$ cat config.mk
export PLATFORM = sky130hd
export DESIGN_NAME = asdma_top
export DESIGN_NICKNAME = d
export VERILOG_FILES = /design/src/core/asdma_pkg.sv /design/src/core/asdma_top.sv
export SDC_FILE = /design/constraint.sdc
export NUM_CORES = 1
export LEC_CHECK = 0
export BUFFER_PORTS_ARGS = -buffer_cell sky130_fd_sc_hd__buf_2
export CAP_MARGIN = 20
export CORE_AREA = 3 3 188 190
export DETAILED_ROUTE_END_ITERATION = 6
export DIE_AREA = 0 0 191 193
export PLACE_DENSITY = 0.56
export SKIP_CTS_REPAIR_TIMING = 1
export SYNTH_ARGS = -nofsm -noshare
export SYNTH_HDL_FRONTEND = slang
export SYNTH_SLANG_ARGS = --single-unit
$ cat constraint.sdc
create_clock -name clk -period 5.3 [get_ports clk]
set_clock_uncertainty 0.2 [all_clocks]
set_input_delay 0.795 -clock clk [delete_from_list [all_inputs] [get_ports clk]]
set_output_delay 0.795 -clock clk [all_outputs]
set_load 0.01 [all_outputs]
$ cat src/core/asdma_pkg.sv
package asdma_pkg;

   // Byte addresses of the word-aligned registers on the bus.
   localparam logic [4:0] OFF_TXD  = 5'h00;
   localparam logic [4:0] OFF_RXD  = 5'h04;
   localparam logic [4:0] OFF_CFG  = 5'h08;
   localparam logic [4:0] OFF_DIVL = 5'h0C;
   localparam logic [4:0] OFF_DIVH = 5'h10;
   localparam logic [4:0] OFF_STAT = 5'h14;
   localparam logic [4:0] OFF_MASK = 5'h18;

   // Line format and data-path selection, bit 0 upward: wlen, stop2,
   // par_en, par_odd, mp, dtx, drx.
   typedef struct packed {
      logic       drx;
      logic       dtx;
      logic       mp;
      logic       par_odd;
      logic       par_en;
      logic       stop2;
      logic [1:0] wlen;
   } asdma_cfg_t;

   // Status word, bit 7 down to bit 0.
   typedef struct packed {
      logic tx_busy;
      logic addr;
      logic pe;
      logic fe;
      logic ovr;
      logic tx_full;
      logic tx_empty;
      logic rx_full;
   } asdma_stat_t;

   localparam logic [7:0]  CFG_RST   = 8'h03;
   localparam logic [7:0]  DIVL_RST  = 8'h01;
   localparam logic [7:0]  DIVH_RST  = 8'h00;
   localparam logic [1:0]  MASK_RST  = 2'h0;
   localparam logic [1:0]  PRIO_LOW  = 2'h0;
   localparam logic [2:0]  WLEN_MIN  = 3'h4;
   localparam logic [3:0]  OVS_LAST  = 4'hF;
   localparam logic [3:0]  OVS_MID   = 4'h7;
   localparam logic [3:0]  DMA_ROOM  = 4'h6;
   localparam int          FIFO_W    = 9;
   localparam int          FIFO_D    = 8;

   typedef enum logic [2:0] {TX_IDLE, TX_START, TX_DATA, TX_PAR, TX_STOP} asdma_tx_t;
   typedef enum logic [2:0] {RX_IDLE, RX_START, RX_DATA, RX_PAR, RX_STOP} asdma_rx_t;

endpackage : asdma_pkg

$ cat src/core/asdma_top.sv
// Chosen here: the placing of the registers and register access over Avalon-MM.
`timescale 1ns/1ps

module asdma_fifo #(
   parameter int W = 9,
   parameter int D = 8
) (
   input  wire logic                 clk,       // Clock.
   input  wire logic                 rst,       // Asynchronous reset.
   input  wire logic                 in_valid,  // Word offered.
   output logic                      in_ready,  // Room for a word.
   input  wire logic [W-1:0]         in_data,   // Word in.
   output logic                      out_valid, // Word available.
   input  wire logic                 out_ready, // Drain takes word.
   output logic [W-1:0]              out_data,  // Oldest word.
   output logic [$clog2(D):0]        count      // Words held.
);
   localparam int AW = $clog2(D);
   logic [W-1:0]  mem [D];
   logic [AW-1:0] wp;
   logic [AW-1:0] rp;
   logic          push;
   logic          pop;

   assign in_ready  = count < (AW+1)'(D);
   assign out_valid = count != '0;
   assign out_data  = mem[rp];
   assign push      = in_valid && in_ready;
   assign pop       = out_valid && out_ready;

   always_ff @(posedge clk) begin
      if (push) begin
         mem[wp] <= in_data;
      end
   end

   always_ff @(posedge clk or posedge rst) begin
      if (rst) begin
         wp    <= '0;
         rp    <= '0;
         count <= '0;
      end else begin
         if (push) begin
            wp <= wp + 1'b1;
         end
         if (pop) begin
            rp <= rp + 1'b1;
         end
         if (push && !pop) begin
            count <= count + 1'b1;
         end else if (pop && !push) begin
            count <= count - 1'b1;
         end
      end
   end
endmodule : asdma_fifo

module asdma_top (
   input  wire logic        clk,              // 125 MHz clock.
   input  wire logic        rst,              // Asynchronous reset.
   input  wire logic [4:0]  avs_address,      // Byte address.
   input  wire logic        avs_read,         // Read request.
   input  wire logic        avs_write,        // Write request.
   input  wire logic [31:0] avs_writedata,    // Write data.
   output logic [31:0]      avs_readdata,     // Read data.
   output logic             avs_waitrequest,  // Stall.
   input  wire logic        rxd,              // Serial in.
   output logic             txd,              // Serial out.
   output logic             dma_tx_req,       // Transmit DMA may push.
   input  wire logic        dma_tx_ack,       // Transmit word strobe.
   input  wire logic [8:0]  dma_tx_data,      // Transmit word.
   output logic             dma_rx_req,       // Received word waiting.
   input  wire logic        dma_rx_ack,       // Received word taken.
   output logic [8:0]       dma_rx_data,      // Received word.
   output logic [1:0]       dma_prio,         // DMA priority level.
   output logic             tx_irq,           // Transmit interrupt.
   output logic             rx_irq,           // Receive interrupt.
   output logic             rx_level          // Synced line for timer.
);
   asdma_pkg::asdma_cfg_t  cfg;
   asdma_pkg::asdma_stat_t stat;
   asdma_pkg::asdma_stat_t w1c;
   asdma_pkg::asdma_tx_t   tx_st;
   asdma_pkg::asdma_rx_t   rx_st;
   logic [7:0]  divl;
   logic [7:0]  divh;
   logic [1:0]  mask;
   logic [15:0] divisor;
   logic [15:0] div_last;
   logic [15:0] bcnt;
   logic        tick;
   logic        div_wr;
   logic        wr_go;
   logic        rd_go;
   logic        tx_acc;
   logic        rd_ok;
   logic [31:0] rd_mux;
   logic        f_push;
   logic [8:0]  f_din;
   logic        f_in_ready;
   logic        f_valid;
   logic        f_pop;
   logic [8:0]  f_dout;
   logic [3:0]  f_cnt;
   logic [2:0]  wl_last;
   logic [3:0]  tx_ovs;
   logic [2:0]  tx_bit;
   logic        tx_stopn;
   logic [7:0]  tx_sh;
   logic        tx_pbit;
   logic        r1;
   logic        r2;
   logic        r3;
   logic [3:0]  rx_ovs;
   logic [2:0]  rx_bit;
   logic [7:0]  rx_sh;
   logic        rx_pbit;
   logic        rx_done;
   logic        rx_fe;
   logic        rx_pe;
   logic        rx_full;
   logic        rx_clr;
   logic        ovr;
   logic        fe;
   logic        pe;

   function automatic logic par_of(input logic [7:0] d, input logic [1:0] wl, input logic odd);
      logic p;
      p = odd;
      for (int i = 0; i < 8; i++) begin
         if (i < int'(wl) + 5) begin
            p = p ^ d[i];
         end
      end
      return p;
   endfunction : par_of

   // Baud tick: one pulse every divisor cycles, sixteen per bit.
   assign divisor  = {divh, divl};
   assign div_last = (divisor == 16'h0000) ? 16'h0000 : divisor - 16'h0001;
   assign div_wr   = wr_go && (avs_address == asdma_pkg::OFF_DIVL || avs_address == asdma_pkg::OFF_DIVH);

   always_ff @(posedge clk or posedge rst) begin
      if (rst) begin
         bcnt <= 16'h0000;
         tick <= 1'b0;
      end else if (div_wr) begin
         bcnt <= 16'h0000;
         tick <= 1'b0;
      end else if (bcnt >= div_last) begin
         bcnt <= 16'h0000;
         tick <= 1'b1;
      end else begin
         bcnt <= bcnt + 16'h0001;
         tick <= 1'b0;
      end
   end

   // Bus slave: the answer comes one cycle after a request that rd_ok or tx_acc lets through.
   assign wr_go  = avs_write && !avs_waitrequest;
   assign rd_go  = avs_read && !avs_waitrequest;
   assign tx_acc = (avs_address != asdma_pkg::OFF_TXD) || cfg.dtx || f_in_ready;
   // A read of the data register waits out a landing character so none is lost.
   assign rd_ok  = !(avs_address == asdma_pkg::OFF_RXD && rx_done);
   assign w1c    = asdma_pkg::asdma_stat_t'(avs_writedata[7:0]);

   always_ff @(posedge clk or posedge rst) begin
      if (rst) begin
         avs_waitrequest <= 1'b1;
      end else if (!avs_waitrequest) begin
         avs_waitrequest <= 1'b1;
      end else if ((avs_read && rd_ok) || (avs_write && tx_acc)) begin
         avs_waitrequest <= 1'b0;
      end
   end

   always_comb begin
      stat.rx_full  = rx_full;
      stat.tx_empty = !f_valid;
      stat.tx_full  = !f_in_ready;
      stat.ovr      = ovr;
      stat.fe       = fe;
      stat.pe       = pe;
      stat.addr     = dma_rx_data[8];
      stat.tx_busy  = tx_st != asdma_pkg::TX_IDLE;
   end

   always_comb begin
      if (avs_address == asdma_pkg::OFF_RXD) begin
         rd_mux = {23'h000000, dma_rx_data};
      end else if (avs_address == asdma_pkg::OFF_CFG) begin
         rd_mux = {24'h000000, cfg};
      end else if (avs_address == asdma_pkg::OFF_DIVL) begin
         rd_mux = {24'h000000, divl};
      end else if (avs_address == asdma_pkg::OFF_DIVH) begin
         rd_mux = {24'h000000, divh};
      end else if (avs_address == asdma_pkg::OFF_STAT) begin
         rd_mux = {24'h000000, stat};
      end else if (avs_address == asdma_pkg::OFF_MASK) begin
         rd_mux = {30'h00000000, mask};
      end else begin
         rd_mux = 32'h00000000;
      end
   end

   always_ff @(posedge clk or posedge rst) begin
      if (rst) begin
         avs_readdata <= 32'h00000000;
      end else if (avs_read && avs_waitrequest && rd_ok) begin
         avs_readdata <= rd_mux;
      end
   end

   always_ff @(posedge clk or posedge rst) begin
      if (rst) begin
         cfg  <= asdma_pkg::asdma_cfg_t'(asdma_pkg::CFG_RST);
         divl <= asdma_pkg::DIVL_RST;
         divh <= asdma_pkg::DIVH_RST;
         mask <= asdma_pkg::MASK_RST;
      end else if (wr_go) begin
         if (avs_address == asdma_pkg::OFF_CFG) begin
            cfg <= asdma_pkg::asdma_cfg_t'(avs_writedata[7:0]);
         end else if (avs_address == asdma_pkg::OFF_DIVL) begin
            divl <= avs_writedata[7:0];
         end else if (avs_address == asdma_pkg::OFF_DIVH) begin
            divh <= avs_writedata[7:0];
         end else if (avs_address == asdma_pkg::OFF_MASK) begin
            mask <= avs_writedata[1:0];
         end
      end
   end

   // Transmit buffer: fed by the data register or by the transmit DMA channel.
   assign f_push = cfg.dtx ? dma_tx_ack : (wr_go && avs_address == asdma_pkg::OFF_TXD);
   assign f_din  = cfg.dtx ? dma_tx_data : avs_writedata[8:0];
   // Loading only on a tick keeps the start bit a full sixteen ticks long at any divisor.
   assign f_pop  = (tx_st == asdma_pkg::TX_IDLE) && tick;

   asdma_fifo #(
      .W(asdma_pkg::FIFO_W),
      .D(asdma_pkg::FIFO_D)
   ) u_txq (
      .clk      (clk),
      .rst      (rst),
      .in_valid (f_push),
      .in_ready (f_in_ready),
      .in_data  (f_din),
      .out_valid(f_valid),
      .out_ready(f_pop),
      .out_data (f_dout),
      .count    (f_cnt)
   );

   assign wl_last = {1'b0, cfg.wlen} + asdma_pkg::WLEN_MIN;

   // Transmitter. Word length, parity enable and stop2 are read live, so a format change can act on the character in flight.
   always_ff @(posedge clk or posedge rst) begin
      if (rst) begin
         tx_st    <= asdma_pkg::TX_IDLE;
         txd      <= 1'b1;
         tx_ovs   <= 4'h0;
         tx_bit   <= 3'h0;
         tx_stopn <= 1'b0;
         tx_sh    <= 8'h00;
         tx_pbit  <= 1'b0;
      end else begin
         case (tx_st)
            asdma_pkg::TX_IDLE: begin
               txd <= 1'b1;
               if (f_valid && tick) begin
                  tx_sh   <= f_dout[7:0];
                  tx_pbit <= cfg.mp ? f_dout[8] : par_of(f_dout[7:0], cfg.wlen, cfg.par_odd);
                  tx_ovs  <= 4'h0;
                  txd     <= 1'b0;
                  tx_st   <= asdma_pkg::TX_START;
               end
            end
            asdma_pkg::TX_START: begin
               if (tick) begin
                  tx_ovs <= tx_ovs + 4'h1;
                  if (tx_ovs == asdma_pkg::OVS_LAST) begin
                     txd    <= tx_sh[0];
                     tx_bit <= 3'h0;
                     tx_st  <= asdma_pkg::TX_DATA;
                  end
               end
            end
            asdma_pkg::TX_DATA: begin
               if (tick) begin
                  tx_ovs <= tx_ovs + 4'h1;
                  if (tx_ovs == asdma_pkg::OVS_LAST) begin
                     if (tx_bit == wl_last) begin
                        if (cfg.mp || cfg.par_en) begin
                           txd   <= tx_pbit;
                           tx_st <= asdma_pkg::TX_PAR;
                        end else begin
                           txd      <= 1'b1;
                           tx_stopn <= 1'b0;
                           tx_st    <= asdma_pkg::TX_STOP;
                        end
                     end else begin
                        tx_bit <= tx_bit + 3'h1;
                        tx_sh  <= {1'b0, tx_sh[7:1]};
                        txd    <= tx_sh[1];
                     end
                  end
               end
            end
            asdma_pkg::TX_PAR: begin
               if (tick) begin
                  tx_ovs <= tx_ovs + 4'h1;
                  if (tx_ovs == asdma_pkg::OVS_LAST) begin
                     txd      <= 1'b1;
                     tx_stopn <= 1'b0;
                     tx_st    <= asdma_pkg::TX_STOP;
                  end
               end
            end
            asdma_pkg::TX_STOP: begin
               if (tick) begin
                  tx_ovs <= tx_ovs + 4'h1;
                  if (tx_ovs == asdma_pkg::OVS_LAST) begin
                     if (cfg.stop2 && !tx_stopn) begin
                        tx_stopn <= 1'b1;
                     end else begin
                        tx_st <= asdma_pkg::TX_IDLE;
                     end
                  end
               end
            end
            default: tx_st <= asdma_pkg::TX_IDLE;
         endcase
      end
   end

   // Receive line synchroniser; serves edge detection, bit sampling and rx_level.
   always_ff @(posedge clk or posedge rst) begin
      if (rst) begin
         r1       <= 1'b1;
         r2       <= 1'b1;
         r3       <= 1'b1;
         rx_level <= 1'b1;
      end else begin
         r1       <= rxd;
         r2       <= r1;
         r3       <= r2;
         rx_level <= r2;
      end
   end

   // Receiver: start bit confirmed at its centre, then one sample per 16 ticks.
   always_ff @(posedge clk or posedge rst) begin
      if (rst) begin
         rx_st   <= asdma_pkg::RX_IDLE;
         rx_ovs  <= 4'h0;
         rx_bit  <= 3'h0;
         rx_sh   <= 8'h00;
         rx_pbit <= 1'b0;
         rx_done <= 1'b0;
         rx_fe   <= 1'b0;
         rx_pe   <= 1'b0;
      end else begin
         rx_done <= 1'b0;
         case (rx_st)
            asdma_pkg::RX_IDLE: begin
               rx_ovs <= 4'h0;
               if (r3 && !r2) begin
                  rx_sh <= 8'h00;
                  rx_st <= asdma_pkg::RX_START;
               end
            end
            asdma_pkg::RX_START: begin
               if (tick) begin
                  rx_ovs <= rx_ovs + 4'h1;
                  if (rx_ovs == asdma_pkg::OVS_MID) begin
                     rx_ovs <= 4'h0;
                     rx_bit <= 3'h0;
                     rx_st  <= r2 ? asdma_pkg::RX_IDLE : asdma_pkg::RX_DATA;
                  end
               end
            end
            asdma_pkg::RX_DATA: begin
               if (tick) begin
                  rx_ovs <= rx_ovs + 4'h1;
                  if (rx_ovs == asdma_pkg::OVS_LAST) begin
                     rx_sh[rx_bit] <= r2;
                     rx_bit        <= rx_bit + 3'h1;
                     if (rx_bit == wl_last) begin
                        rx_st <= (cfg.mp || cfg.par_en) ? asdma_pkg::RX_PAR : asdma_pkg::RX_STOP;
                     end
                  end
               end
            end
            asdma_pkg::RX_PAR: begin
               if (tick) begin
                  rx_ovs <= rx_ovs + 4'h1;
                  if (rx_ovs == asdma_pkg::OVS_LAST) begin
                     rx_pbit <= r2;
                     rx_st   <= asdma_pkg::RX_STOP;
                  end
               end
            end
            asdma_pkg::RX_STOP: begin
               if (tick) begin
                  rx_ovs <= rx_ovs + 4'h1;
                  if (rx_ovs == asdma_pkg::OVS_LAST) begin
                     rx_done <= 1'b1;
                     rx_fe   <= !r2;
                     rx_pe   <= cfg.par_en && !cfg.mp && (rx_pbit != par_of(rx_sh, cfg.wlen, cfg.par_odd));
                     rx_st   <= asdma_pkg::RX_IDLE;
                  end
               end
            end
            default: rx_st <= asdma_pkg::RX_IDLE;
         endcase
      end
   end

   // Receive holding stage; a new character wins over a clear in the same cycle.
   assign rx_clr = (rd_go && avs_address == asdma_pkg::OFF_RXD) || dma_rx_ack;

   always_ff @(posedge clk or posedge rst) begin
      if (rst) begin
         dma_rx_data <= 9'h000;
         rx_full     <= 1'b0;
      end else if (rx_done) begin
         dma_rx_data <= {cfg.mp & rx_pbit, rx_sh};
         rx_full     <= 1'b1;
      end else if (rx_clr) begin
         rx_full <= 1'b0;
      end
   end

   always_ff @(posedge clk or posedge rst) begin
      if (rst) begin
         ovr <= 1'b0;
         fe  <= 1'b0;
         pe  <= 1'b0;
      end else begin
         if (rx_done && rx_full && !rx_clr) begin
            ovr <= 1'b1;
         end else if (wr_go && avs_address == asdma_pkg::OFF_STAT && w1c.ovr) begin
            ovr <= 1'b0;
         end
         if (rx_done && rx_fe) begin
            fe <= 1'b1;
         end else if (wr_go && avs_address == asdma_pkg::OFF_STAT && w1c.fe) begin
            fe <= 1'b0;
         end
         if (rx_done && rx_pe) begin
            pe <= 1'b1;
         end else if (wr_go && avs_address == asdma_pkg::OFF_STAT && w1c.pe) begin
            pe <= 1'b0;
         end
      end
   end

   always_ff @(posedge clk or posedge rst) begin
      if (rst) begin
         dma_tx_req <= 1'b0;
         dma_rx_req <= 1'b0;
         dma_prio   <= asdma_pkg::PRIO_LOW;
         tx_irq     <= 1'b0;
         rx_irq     <= 1'b0;
      end else begin
         dma_tx_req <= cfg.dtx && (f_cnt < asdma_pkg::DMA_ROOM);
         dma_rx_req <= cfg.drx && rx_full && !dma_rx_ack;
         dma_prio   <= asdma_pkg::PRIO_LOW;
         tx_irq     <= mask[0] && !f_valid;
         rx_irq     <= mask[1] && rx_full;
      end
   end
endmodule : asdma_top
==> impl_metrics.yaml, run 1 <==
global_routing:
  antenna_found_initial: 1
  grt_pass1_vias: 6630
  grt_usage_pct: 13.0
  grt-ovfl-total: 0
  grt_first_pass_wirelength_mm: 37.3
  grt_max_degree: 59
sta:
  slew_headroom_pct: 33.3
  final_hold_viol_count: 0
  timing.fmax_mhz: 258
  final.period_utilization_pct: 73.1
  rsz0062_at_grt: "false"
  fin_setup_tns_ps: 0
  period_needed_ps: 3870
  setup_viol: 0
  worst_slew_pin_slew_ps: 1000
  slew_violations: 0
logic_synthesis:
  ys_ff_latch: 198
  synth.cell_area_um2: 10100
  ys_types: 63
  yosys.area.top_type: "dfrtp_1"
  yosysSeqAreaShare_pct: 52.7
  yosys_warnings: 0
  synth_area_leaders: "dfrtp_1 (29%), edfxtp_1 (21%), mux2_2 (5.5%)"
  ys.flop_type: "dfrtp_1"
  syn_avg_cell_area_um2: 11.4
  synth_top_area_share_pct: 29.2
  synthCells: 886
  synth-edff-count: 72
  async_flop_share_pct: 63.6
die:
  row_count: 67
  die_x_um: 191
  ioPinCount: 103
  die_y_um: 193
  design.core.area_um2: 33600
  die-area_um2: 36900
  start_util_pct: 30.0
final_layout:
  final_common_cell: "dfrtp_1"
  area_delta_synth_final_pct: 13.3
  layout_common_cells: "dfrtp_1 (118), nand2_1 (92), nor2_1 (72), edfxtp_1 (72), o21ai_0 (60)"
  utilization_pct: 34.0
  fin_nets: 1020
  drive_gt1_share_pct: 18.9
routing:
  first_pass_iters: 5
  dr_total_vias: 6818
  drtIter0Drc: 471
  drc: 0
  wl_per_cell_um: 16.4
  viasPerCell: 4.87
  ant_nets: 0
  drt_wl_total_mm: 22.9
place:
  numPortBuffers: 54
  dpl.hpwl_mm: 16.2
  gp_congestion: 0.833
critical_path:
  crit_start: "divl[2]"
  path_buf_inv: 2
  cp-start-kind: "flop"
  required_ps: 5430
  r2r-start: "divl[2]"
  crit_chain: "or4_1 > nor3_1 > nand4b_1 > buf_4 > and2_1 > ha_1 > nand2b_1 > a21oi_1 > o21ai_0 > a21o_1 > a21oi_1 > o311a_1 > o211ai_1 > buf_4 > nor2_1"
  r2r_slack_ps: 1430
  critPathSlowestCell: "or4_1"
  path_delay_family: "simple AND/OR/NAND/NOR gates"
  cp-end-kind: "flop"
  crit_path_max_incr_delay_ps: 590
  cp.arrival_ps: 4000
  cp_max_fo: 16
  path_class: "reg2reg"
job:
  drv_cap: 0
clock_tree:
  clockRootBuffer: "clkbuf_16"
  cts_buffers: 17
  clk_pin_slew_worst_paths_ps: 80
  cts_max_level: 4
  clkLatencyLatePin_ps: 440
  clockBufferDepth: 2
  cts_tree: "built"
  cts.sinks: 198
status:
  status: "completed"
min_path:
  holdCritPathClass: "reg2reg"
  hp-start: "r1"
pwr:
  cellPowerDensity_nw_per_um2: 423
  peakVddDrop_uv: 256
  leakagePower_uw: 0.00475
[stage by stage]
step / cells / instance area (um^2) / total power, uW / setup WS [ps] / hold WS (ps)
after detailed placement: 1366 / 10800 / 3530 / 1460 / 148
after CTS: 1398 / 11400 / 4870 / 1430 / 159
after global routing: 1399 / 11400 / 5190 / 1150 / 166
after floorplan: 910 / 10200 / 3180 / 962 / 145
after global placement: 1366 / 10800 / 3490 / 1490 / 147
final: 1400 / 11400 / 4840 / 1430 / 157
[layer usage]
metal  part of all wire (%)  track usage [%]  up-vias
li1                       -                -     3267
met4                   0.81             3.05        0
met2                     46             20.8      156
met1                     48             18.3     3383
met5                      0                0        -
met3                    5.1             2.60       12
[flip-flops by register name, indices dropped and copies added, names as in the netlist, 8 cells and up]
register      cells
divl              8
dma_rx_data       9
bcnt             16
avs_readdata      9
divh              8
tx_sh             8
rx_sh             8
cfg               8
u_txq.mem        72
[cell usage after synthesis (all sizes together), types with 3 or more instances]
cell type	n
a21o	9
a21oi	44
a221o	5
a22o	9
a22oi	3
a31oi	6
and2	6
and3	7
buf	35
clkbuf	28
dfrtp	118
dfstp	8
edfxtp	72
ha	28
inv	21
mux2	49
mux2i	11
mux4	20
nand2	92
nand2b	8
nand3	21
nand3b	4
nand4	7
nor2	72
nor2b	9
nor3	13
nor3b	5
nor4	5
o211ai	3
o21ai	60
o311a	3
o31ai	5
o41ai	5
xnor2	35
xor2	32
[worst reg2reg max path: stages (launching register included)]
cell	delay [ps]
dfrtp_1	460
or4_1	590
nor3_1	350
nand4b_1	140
buf_4	200
and2_1	170
ha_1	260
nand2b_1	100
a21oi_1	60
o21ai_0	150
a21o_1	140
a21oi_1	80
o311a_1	380
o211ai_1	170
buf_4	240
nor2_1	80
[cells by family after synthesis]
family                   share of synthesized area (%)
AO/OA/AOI/OAI                                     10.4
other                                           0.0371
flip-flops                                        52.7
adder cells (fa/ha/maj)                           3.67
multiplexers                                      11.3
buffers and inverters                             4.17
AND/OR/NAND/NOR                                   11.8
XOR/XNOR                                          5.88
[cell type report]
type / instances / area, um^2
Inverter: 21 / 81.3
Sequential cell: 198 / 5330
Antenna cell: 1 / 2.50
Tap cell: 448 / 561
Fill cell: 3346 / 22200
Clock inverter: 13 / 140
Clock buffer: 19 / 464
Multi-Input combinational cell: 628 / 4440
Timing Repair Buffer: 72 / 425
[report_power, final]
part	internal, uW	total [uW]	switching, uW
Combinational	639	1360	716
Sequential	1840	2150	310
Clock	741	1330	592
[final timing paths]
kind / endpoint / depth (start not counted)
setup reg to reg: bcnt[5] / 15
setup / recovery: bcnt[5] / 15
max in group asynchronous: cfg[0] / 3
hold / removal: r2 / 0
hold reg to reg: r2 / 0
min in group asynchronous: bcnt[11] / 2
Power figures use the tool's default switching activity.
==> run 2: changes to the inputs <==
==> constraint.sdc (replaced) <==
create_clock -name clk -period 3.71 [get_ports clk]
set_clock_uncertainty 0.2 [all_clocks]
set_input_delay 0.5565 -clock clk [delete_from_list [all_inputs] [get_ports clk]]
set_output_delay 0.5565 -clock clk [all_outputs]
set_load 0.01 [all_outputs]
==> run 2 against run 1 <==
  * Setup slack got worse by 1200 ps
  * Largest cell class unchanged
  * Core utilization is 0.35 points higher
  * Hold slack lost 64 ps
  * Critical endpoint is now bcnt[11]
  * Power rose by 41%
==> impl_metrics.yaml, run 2 (same netlist as run 1, synthesis figures left out) <==
status:
  status: "completed"
place:
  dp_cells: 1385
  dpl_worst_slack_ps: 220
  gp_congestion: 0.804
  numPortBuffers: 54
  dpl.hpwl_mm: 16.9
final_layout:
  drive_gt1_share_pct: 20.6
  n_antenna_cell: 0
  final_common_cell: "dfrtp_1"
  top_regs: "u_txq.mem: 72 flops, bcnt: 16 flops"
  layout.cells.non_filler: 1418
  fin_nets: 1039
  layout_common_cells: "dfrtp_1 (118), nand2_1 (92), nor2_1 (72), edfxtp_1 (72), o21ai_0 (60)"
  top_register: "u_txq.mem"
  area_delta_synth_final_pct: 14.5
  n_fill_cell: 3340
  largest_reg_flops: 72
global_routing:
  grt_max_degree: 38
  grt_first_pass_wirelength_mm: 37.4
  grt-ovfl-total: 0
  antenna_found_initial: 2
  grt_usage_pct: 13.1
  grt_pass1_vias: 6520
clock_tree:
  cts_max_level: 4
  clockRootBuffer: "clkbuf_16"
  clkLatencyLatePin_ps: 440
  clk_pin_slew_worst_paths_ps: 70
  cts_buffers: 17
  cts.sinks: 198
  cts_tree: "built"
  clockBufferDepth: 2
sta:
  worst_slew_pin_slew_ps: 933
  period_needed_ps: 3460
  final_hold_viol_count: 0
  setup_viol: 0
  slew_headroom_pct: 37.7
  fin_setup_tns_ps: 0
  final.period_utilization_pct: 93.3
  rsz0062_at_grt: "false"
  slew_violations: 0
  timing.fmax_mhz: 289
  setup_slack_ps: 249
pwr:
  total_power_uw: 6820
  peakVddDrop_uv: 379
  cellPowerDensity_nw_per_um2: 590
  leakagePower_uw: 0.00483
critical_path:
  cp_max_fo: 16
  required_ps: 3840
  path_class: "reg2reg"
  cp-start-kind: "flop"
  cp.arrival_ps: 3590
  cp-end-kind: "flop"
routing:
  drtIter0Drc: 563
  first_pass_iters: 5
  drt_wl_total_mm: 23.6
  drc: 0
  wl_per_cell_um: 16.6
  dr_total_vias: 6799
  ant_nets: 0
  viasPerCell: 4.79
die:
  start_util_pct: 30.0
  ioPinCount: 103
  row_count: 67
  design.core.area_um2: 33600
  die_y_um: 193
  die-area_um2: 36900
  die_x_um: 191
job:
  drv_cap: 0
min_path:
  holdCritPathClass: "in2reg"
==> run 2: final timing paths <==
path	slack [ps]	to	cells past startpoint	startpoint
worst max-delay path	250	bcnt[11]	14	divh[0]
worst max register to register	250	bcnt[11]	14	divh[0]
worst min register to register	160	r2	0	r1
worst min-delay path	90	avs_waitrequest	2	avs_write
min in group asynchronous	110	u_txq.count[3]	2	rst
max in group asynchronous	2460	r3	3	rst
==> run 2: area by class of cell <==
| cell class | count | area (um^2) | area share, % |
|---|---|---|---|
| clock buffer | 19 | 444 | 3.84 |
| clock inverter | 13 | 106 | 0.920 |
| inverter | 21 | 82.6 | 0.714 |
| multi-input combinational | 628 | 4460 | 38.5 |
| sequential | 198 | 5330 | 46.1 |
| tap | 448 | 561 | 4.85 |
| timing repair buffer | 91 | 588 | 5.09 |
==> run 2: through the flow <==
| stage | utilization, % | instance area [um^2] | hold WS [ps] |
|---|---|---|---|
| CTS | 34.4 | 11600 | -10.5 |
| detailed placement | 32.7 | 11000 | 148 |
| finish | 34.4 | 11600 | 93.1 |
| floorplan | - | 10200 | 145 |
| global route | 34.4 | 11600 | 73.3 |
| global placement | 32.7 | 11000 | 148 |
==> run 2: critical path: stages (launching register included) <==
cell	delay, ps
dfrtp_1	380
or4_1	600
nor4_2	220
nand4b_1	150
and2_1	190
ha_1	260
nand2b_1	90
a21oi_1	60
o21ai_0	160
a21o_1	130
a21oi_1	70
o311a_1	360
o211ai_1	170
buf_4	240
nor2_1	70
==> run 2: power breakdown <==
part | switching (uW) | internal, uW | total (uW)
sequential | 406 | 2630 | 3030
clock | 829 | 943 | 1770
combinational | 1080 | 935 | 2020
==> run 2: layer usage <==
metal | track usage [%] | routed length, um
met2 | 20.0 | 10600
met4 | 3.16 | 204
met5 | 0 | 0
met3 | 2.64 | 1270
met1 | 19.3 | 11500
==> run 3: changes to the inputs <==
--- a/config.mk
+++ b/config.mk
@@ -11,6 +11,7 @@
 export DETAILED_ROUTE_END_ITERATION = 6
 export DIE_AREA = 0 0 191 193
 export PLACE_DENSITY = 0.56
+export REMOVE_ABC_BUFFERS = 1
 export SKIP_CTS_REPAIR_TIMING = 1
 export SYNTH_ARGS = -nofsm -noshare
 export SYNTH_HDL_FRONTEND = slang
==> run 3 against run 2 <==
  * Cell area grew 0.21%
  * Clock-buffer cell count is the same
  * Via count grew 1.0%
  * Core utilization grew 0.071 points
  * Hold slack lost 55 ps
  * Critical endpoint is now bcnt[10]
  * Largest power group unchanged
==> impl_metrics.yaml, run 3 (same netlist as run 1, synthesis figures left out) <==
final_layout:
  fin_nets: 1038
  final_common_cell: "dfrtp_1"
  area_delta_synth_final_pct: 14.7
  drive_gt1_share_pct: 20.6
  utilization_pct: 34.5
  layout_common_cells: "dfrtp_1 (118), nand2_1 (92), nor2_1 (72), edfxtp_1 (72), o21ai_0 (60)"
  top_regs: "u_txq.mem: 72 flops, bcnt: 16 flops"
  top_register: "u_txq.mem"
  largest_reg_flops: 72
  n_antenna_cell: 0
global_routing:
  grt_pass1_vias: 6554
  grt_first_pass_wirelength_mm: 37.0
  antenna_found_initial: 2
  grt-ovfl-total: 0
  grt_max_degree: 76
  grt_usage_pct: 12.9
clock_tree:
  clk_pin_slew_worst_paths_ps: 80
  clkLatencyLatePin_ps: 440
  cts.sinks: 198
  clockRootBuffer: "clkbuf_16"
  cts_max_level: 4
  cts_buffers: 17
  clockBufferDepth: 2
  cts_tree: "built"
routing:
  drtIter0Drc: 491
  wl_met3_mm: 1.27
  wl_per_cell_um: 16.4
  route.met2.wl_mm: 10.4
  viasPerCell: 4.85
  first_pass_iters: 6
  drt_wl_total_mm: 23.2
  top_layer_used: "met4"
  ant_nets: 0
  drc: 0
  wl_met1_mm: 11.3
  dr_total_vias: 6868
critical_path:
  path_depth: 14
  path_class: "reg2reg"
  path_buf_inv: 1
  cp-start-kind: "flop"
  reg2regPathDepth: 14
  r2r_slack_ps: 220
  cp_max_fo: 16
  crit_path_frequent_cell: "a21oi_1"
  cp.arrival_ps: 3620
  critPathSlowestCell: "or4_1"
  crit_chain: "or4_1 > nor4_4 > nand4b_1 > and2_1 > ha_1 > nand2b_1 > a21oi_1 > o21ai_0 > a21o_1 > a21oi_1 > o311a_1 > o211ai_1 > buf_4 > nor2_1"
  path_delay_family: "simple AND/OR/NAND/NOR gates"
  cp-end-kind: "flop"
  crit_path_max_incr_delay_ps: 640
  required_ps: 3840
pwr:
  seqPwrFrac_pct: 43.8
  p_sw_uw: 2370
  sw_frac_of_total_pct: 34.4
  internal_power_uw: 4530
  cellPowerDensity_nw_per_um2: 596
  leakagePower_uw: 0.00484
  peakVddDrop_uv: 329
  clkPwrFrac_pct: 26.7
  power_frac_comb_pct: 29.5
die:
  row_count: 67
  die_y_um: 193
  die-area_um2: 36900
  start_util_pct: 30.0
  die_x_um: 191
  ioPinCount: 103
  design.core.area_um2: 33600
sta:
  slew_violations: 0
  final_hold_viol_count: 0
  rsz0062_at_grt: "false"
  hold_slack_ps: 37.6
  worst_slew_pin_slew_ps: 715
  setup_viol: 0
  period_needed_ps: 3490
  final.period_utilization_pct: 94.0
  setup_slack_ps: 222
  slew_headroom_pct: 52.3
  timing.fmax_mhz: 287
place:
  numPortBuffers: 54
  dpl_worst_slack_ps: 121
  dpl.hpwl_mm: 16.5
  gp_congestion: 0.845
min_path:
  holdCritPathClass: "in2async"
job:
  drv_cap: 0
status:
  status: "completed"
==> run 3: cell types whose count changed in the layout (fill, tap and decap cells not counted), moves of 2 or more <==
cell / change
buf_12: -2
inv_6: +2
clkinv_2: -7
clkinv_4: +4
inv_8: +2
clkinvlp_4: -2
clkbuf_16: +2
==> run 3: final cells by class <==
class	instances	area, um^2
clock buffer	19	475
clock inverter	13	110
fill	3332	22000
inverter	21	83.8
multi-input combinational	628	4480
sequential	198	5330
tap	448	561
timing repair buffer	90	556
==> run 3: power by group through the flow <==
| stage | logic [uW] | clock network, uW | registers, uW |
|---|---|---|---|
| after floorplan | 1450 | 0 | 3020 |
| after global placement | 2000 | 0 | 3050 |
| after detailed placement | 2040 | 0 | 3060 |
| after CTS | 2050 | 1900 | 3020 |
| after global routing | 2310 | 1980 | 3090 |
| final | 2030 | 1840 | 3020 |
==> run 3: per-layer routing <==
metal / GRT usage [%] / up-vias
met3: 2.53 / 20
met4: 3.70 / 0
met5: 0 / -
met2: 19.7 / 173
li1: - / 3296
met1: 18.8 / 3379
==> run 3: final timing paths <==
| kind | from | end |
|---|---|---|
| max in group asynchronous | rst | cfg[0] |
| hold reg to reg | r1 | r2 |
| setup / recovery | divh[0] | bcnt[10] |
| hold / removal | rst | dma_rx_req |
| setup reg to reg | divh[0] | bcnt[10] |
| min in group clk | avs_write | avs_waitrequest |
==> run 3: per-stage QoR <==
step / total power (uW) / area [um^2] / cells / TNS [ps]
3_5_place_dp: 5100 / 11000 / 1384 / 0
4_1_cts: 6970 / 11500 / 1416 / 0
6_report: 6900 / 11600 / 1417 / 0
3_3_place_gp: 5060 / 11000 / 1384 / 0
2_1_floorplan: 4460 / 9850 / 847 / -52730
5_1_grt: 7370 / 11600 / 1417 / 0
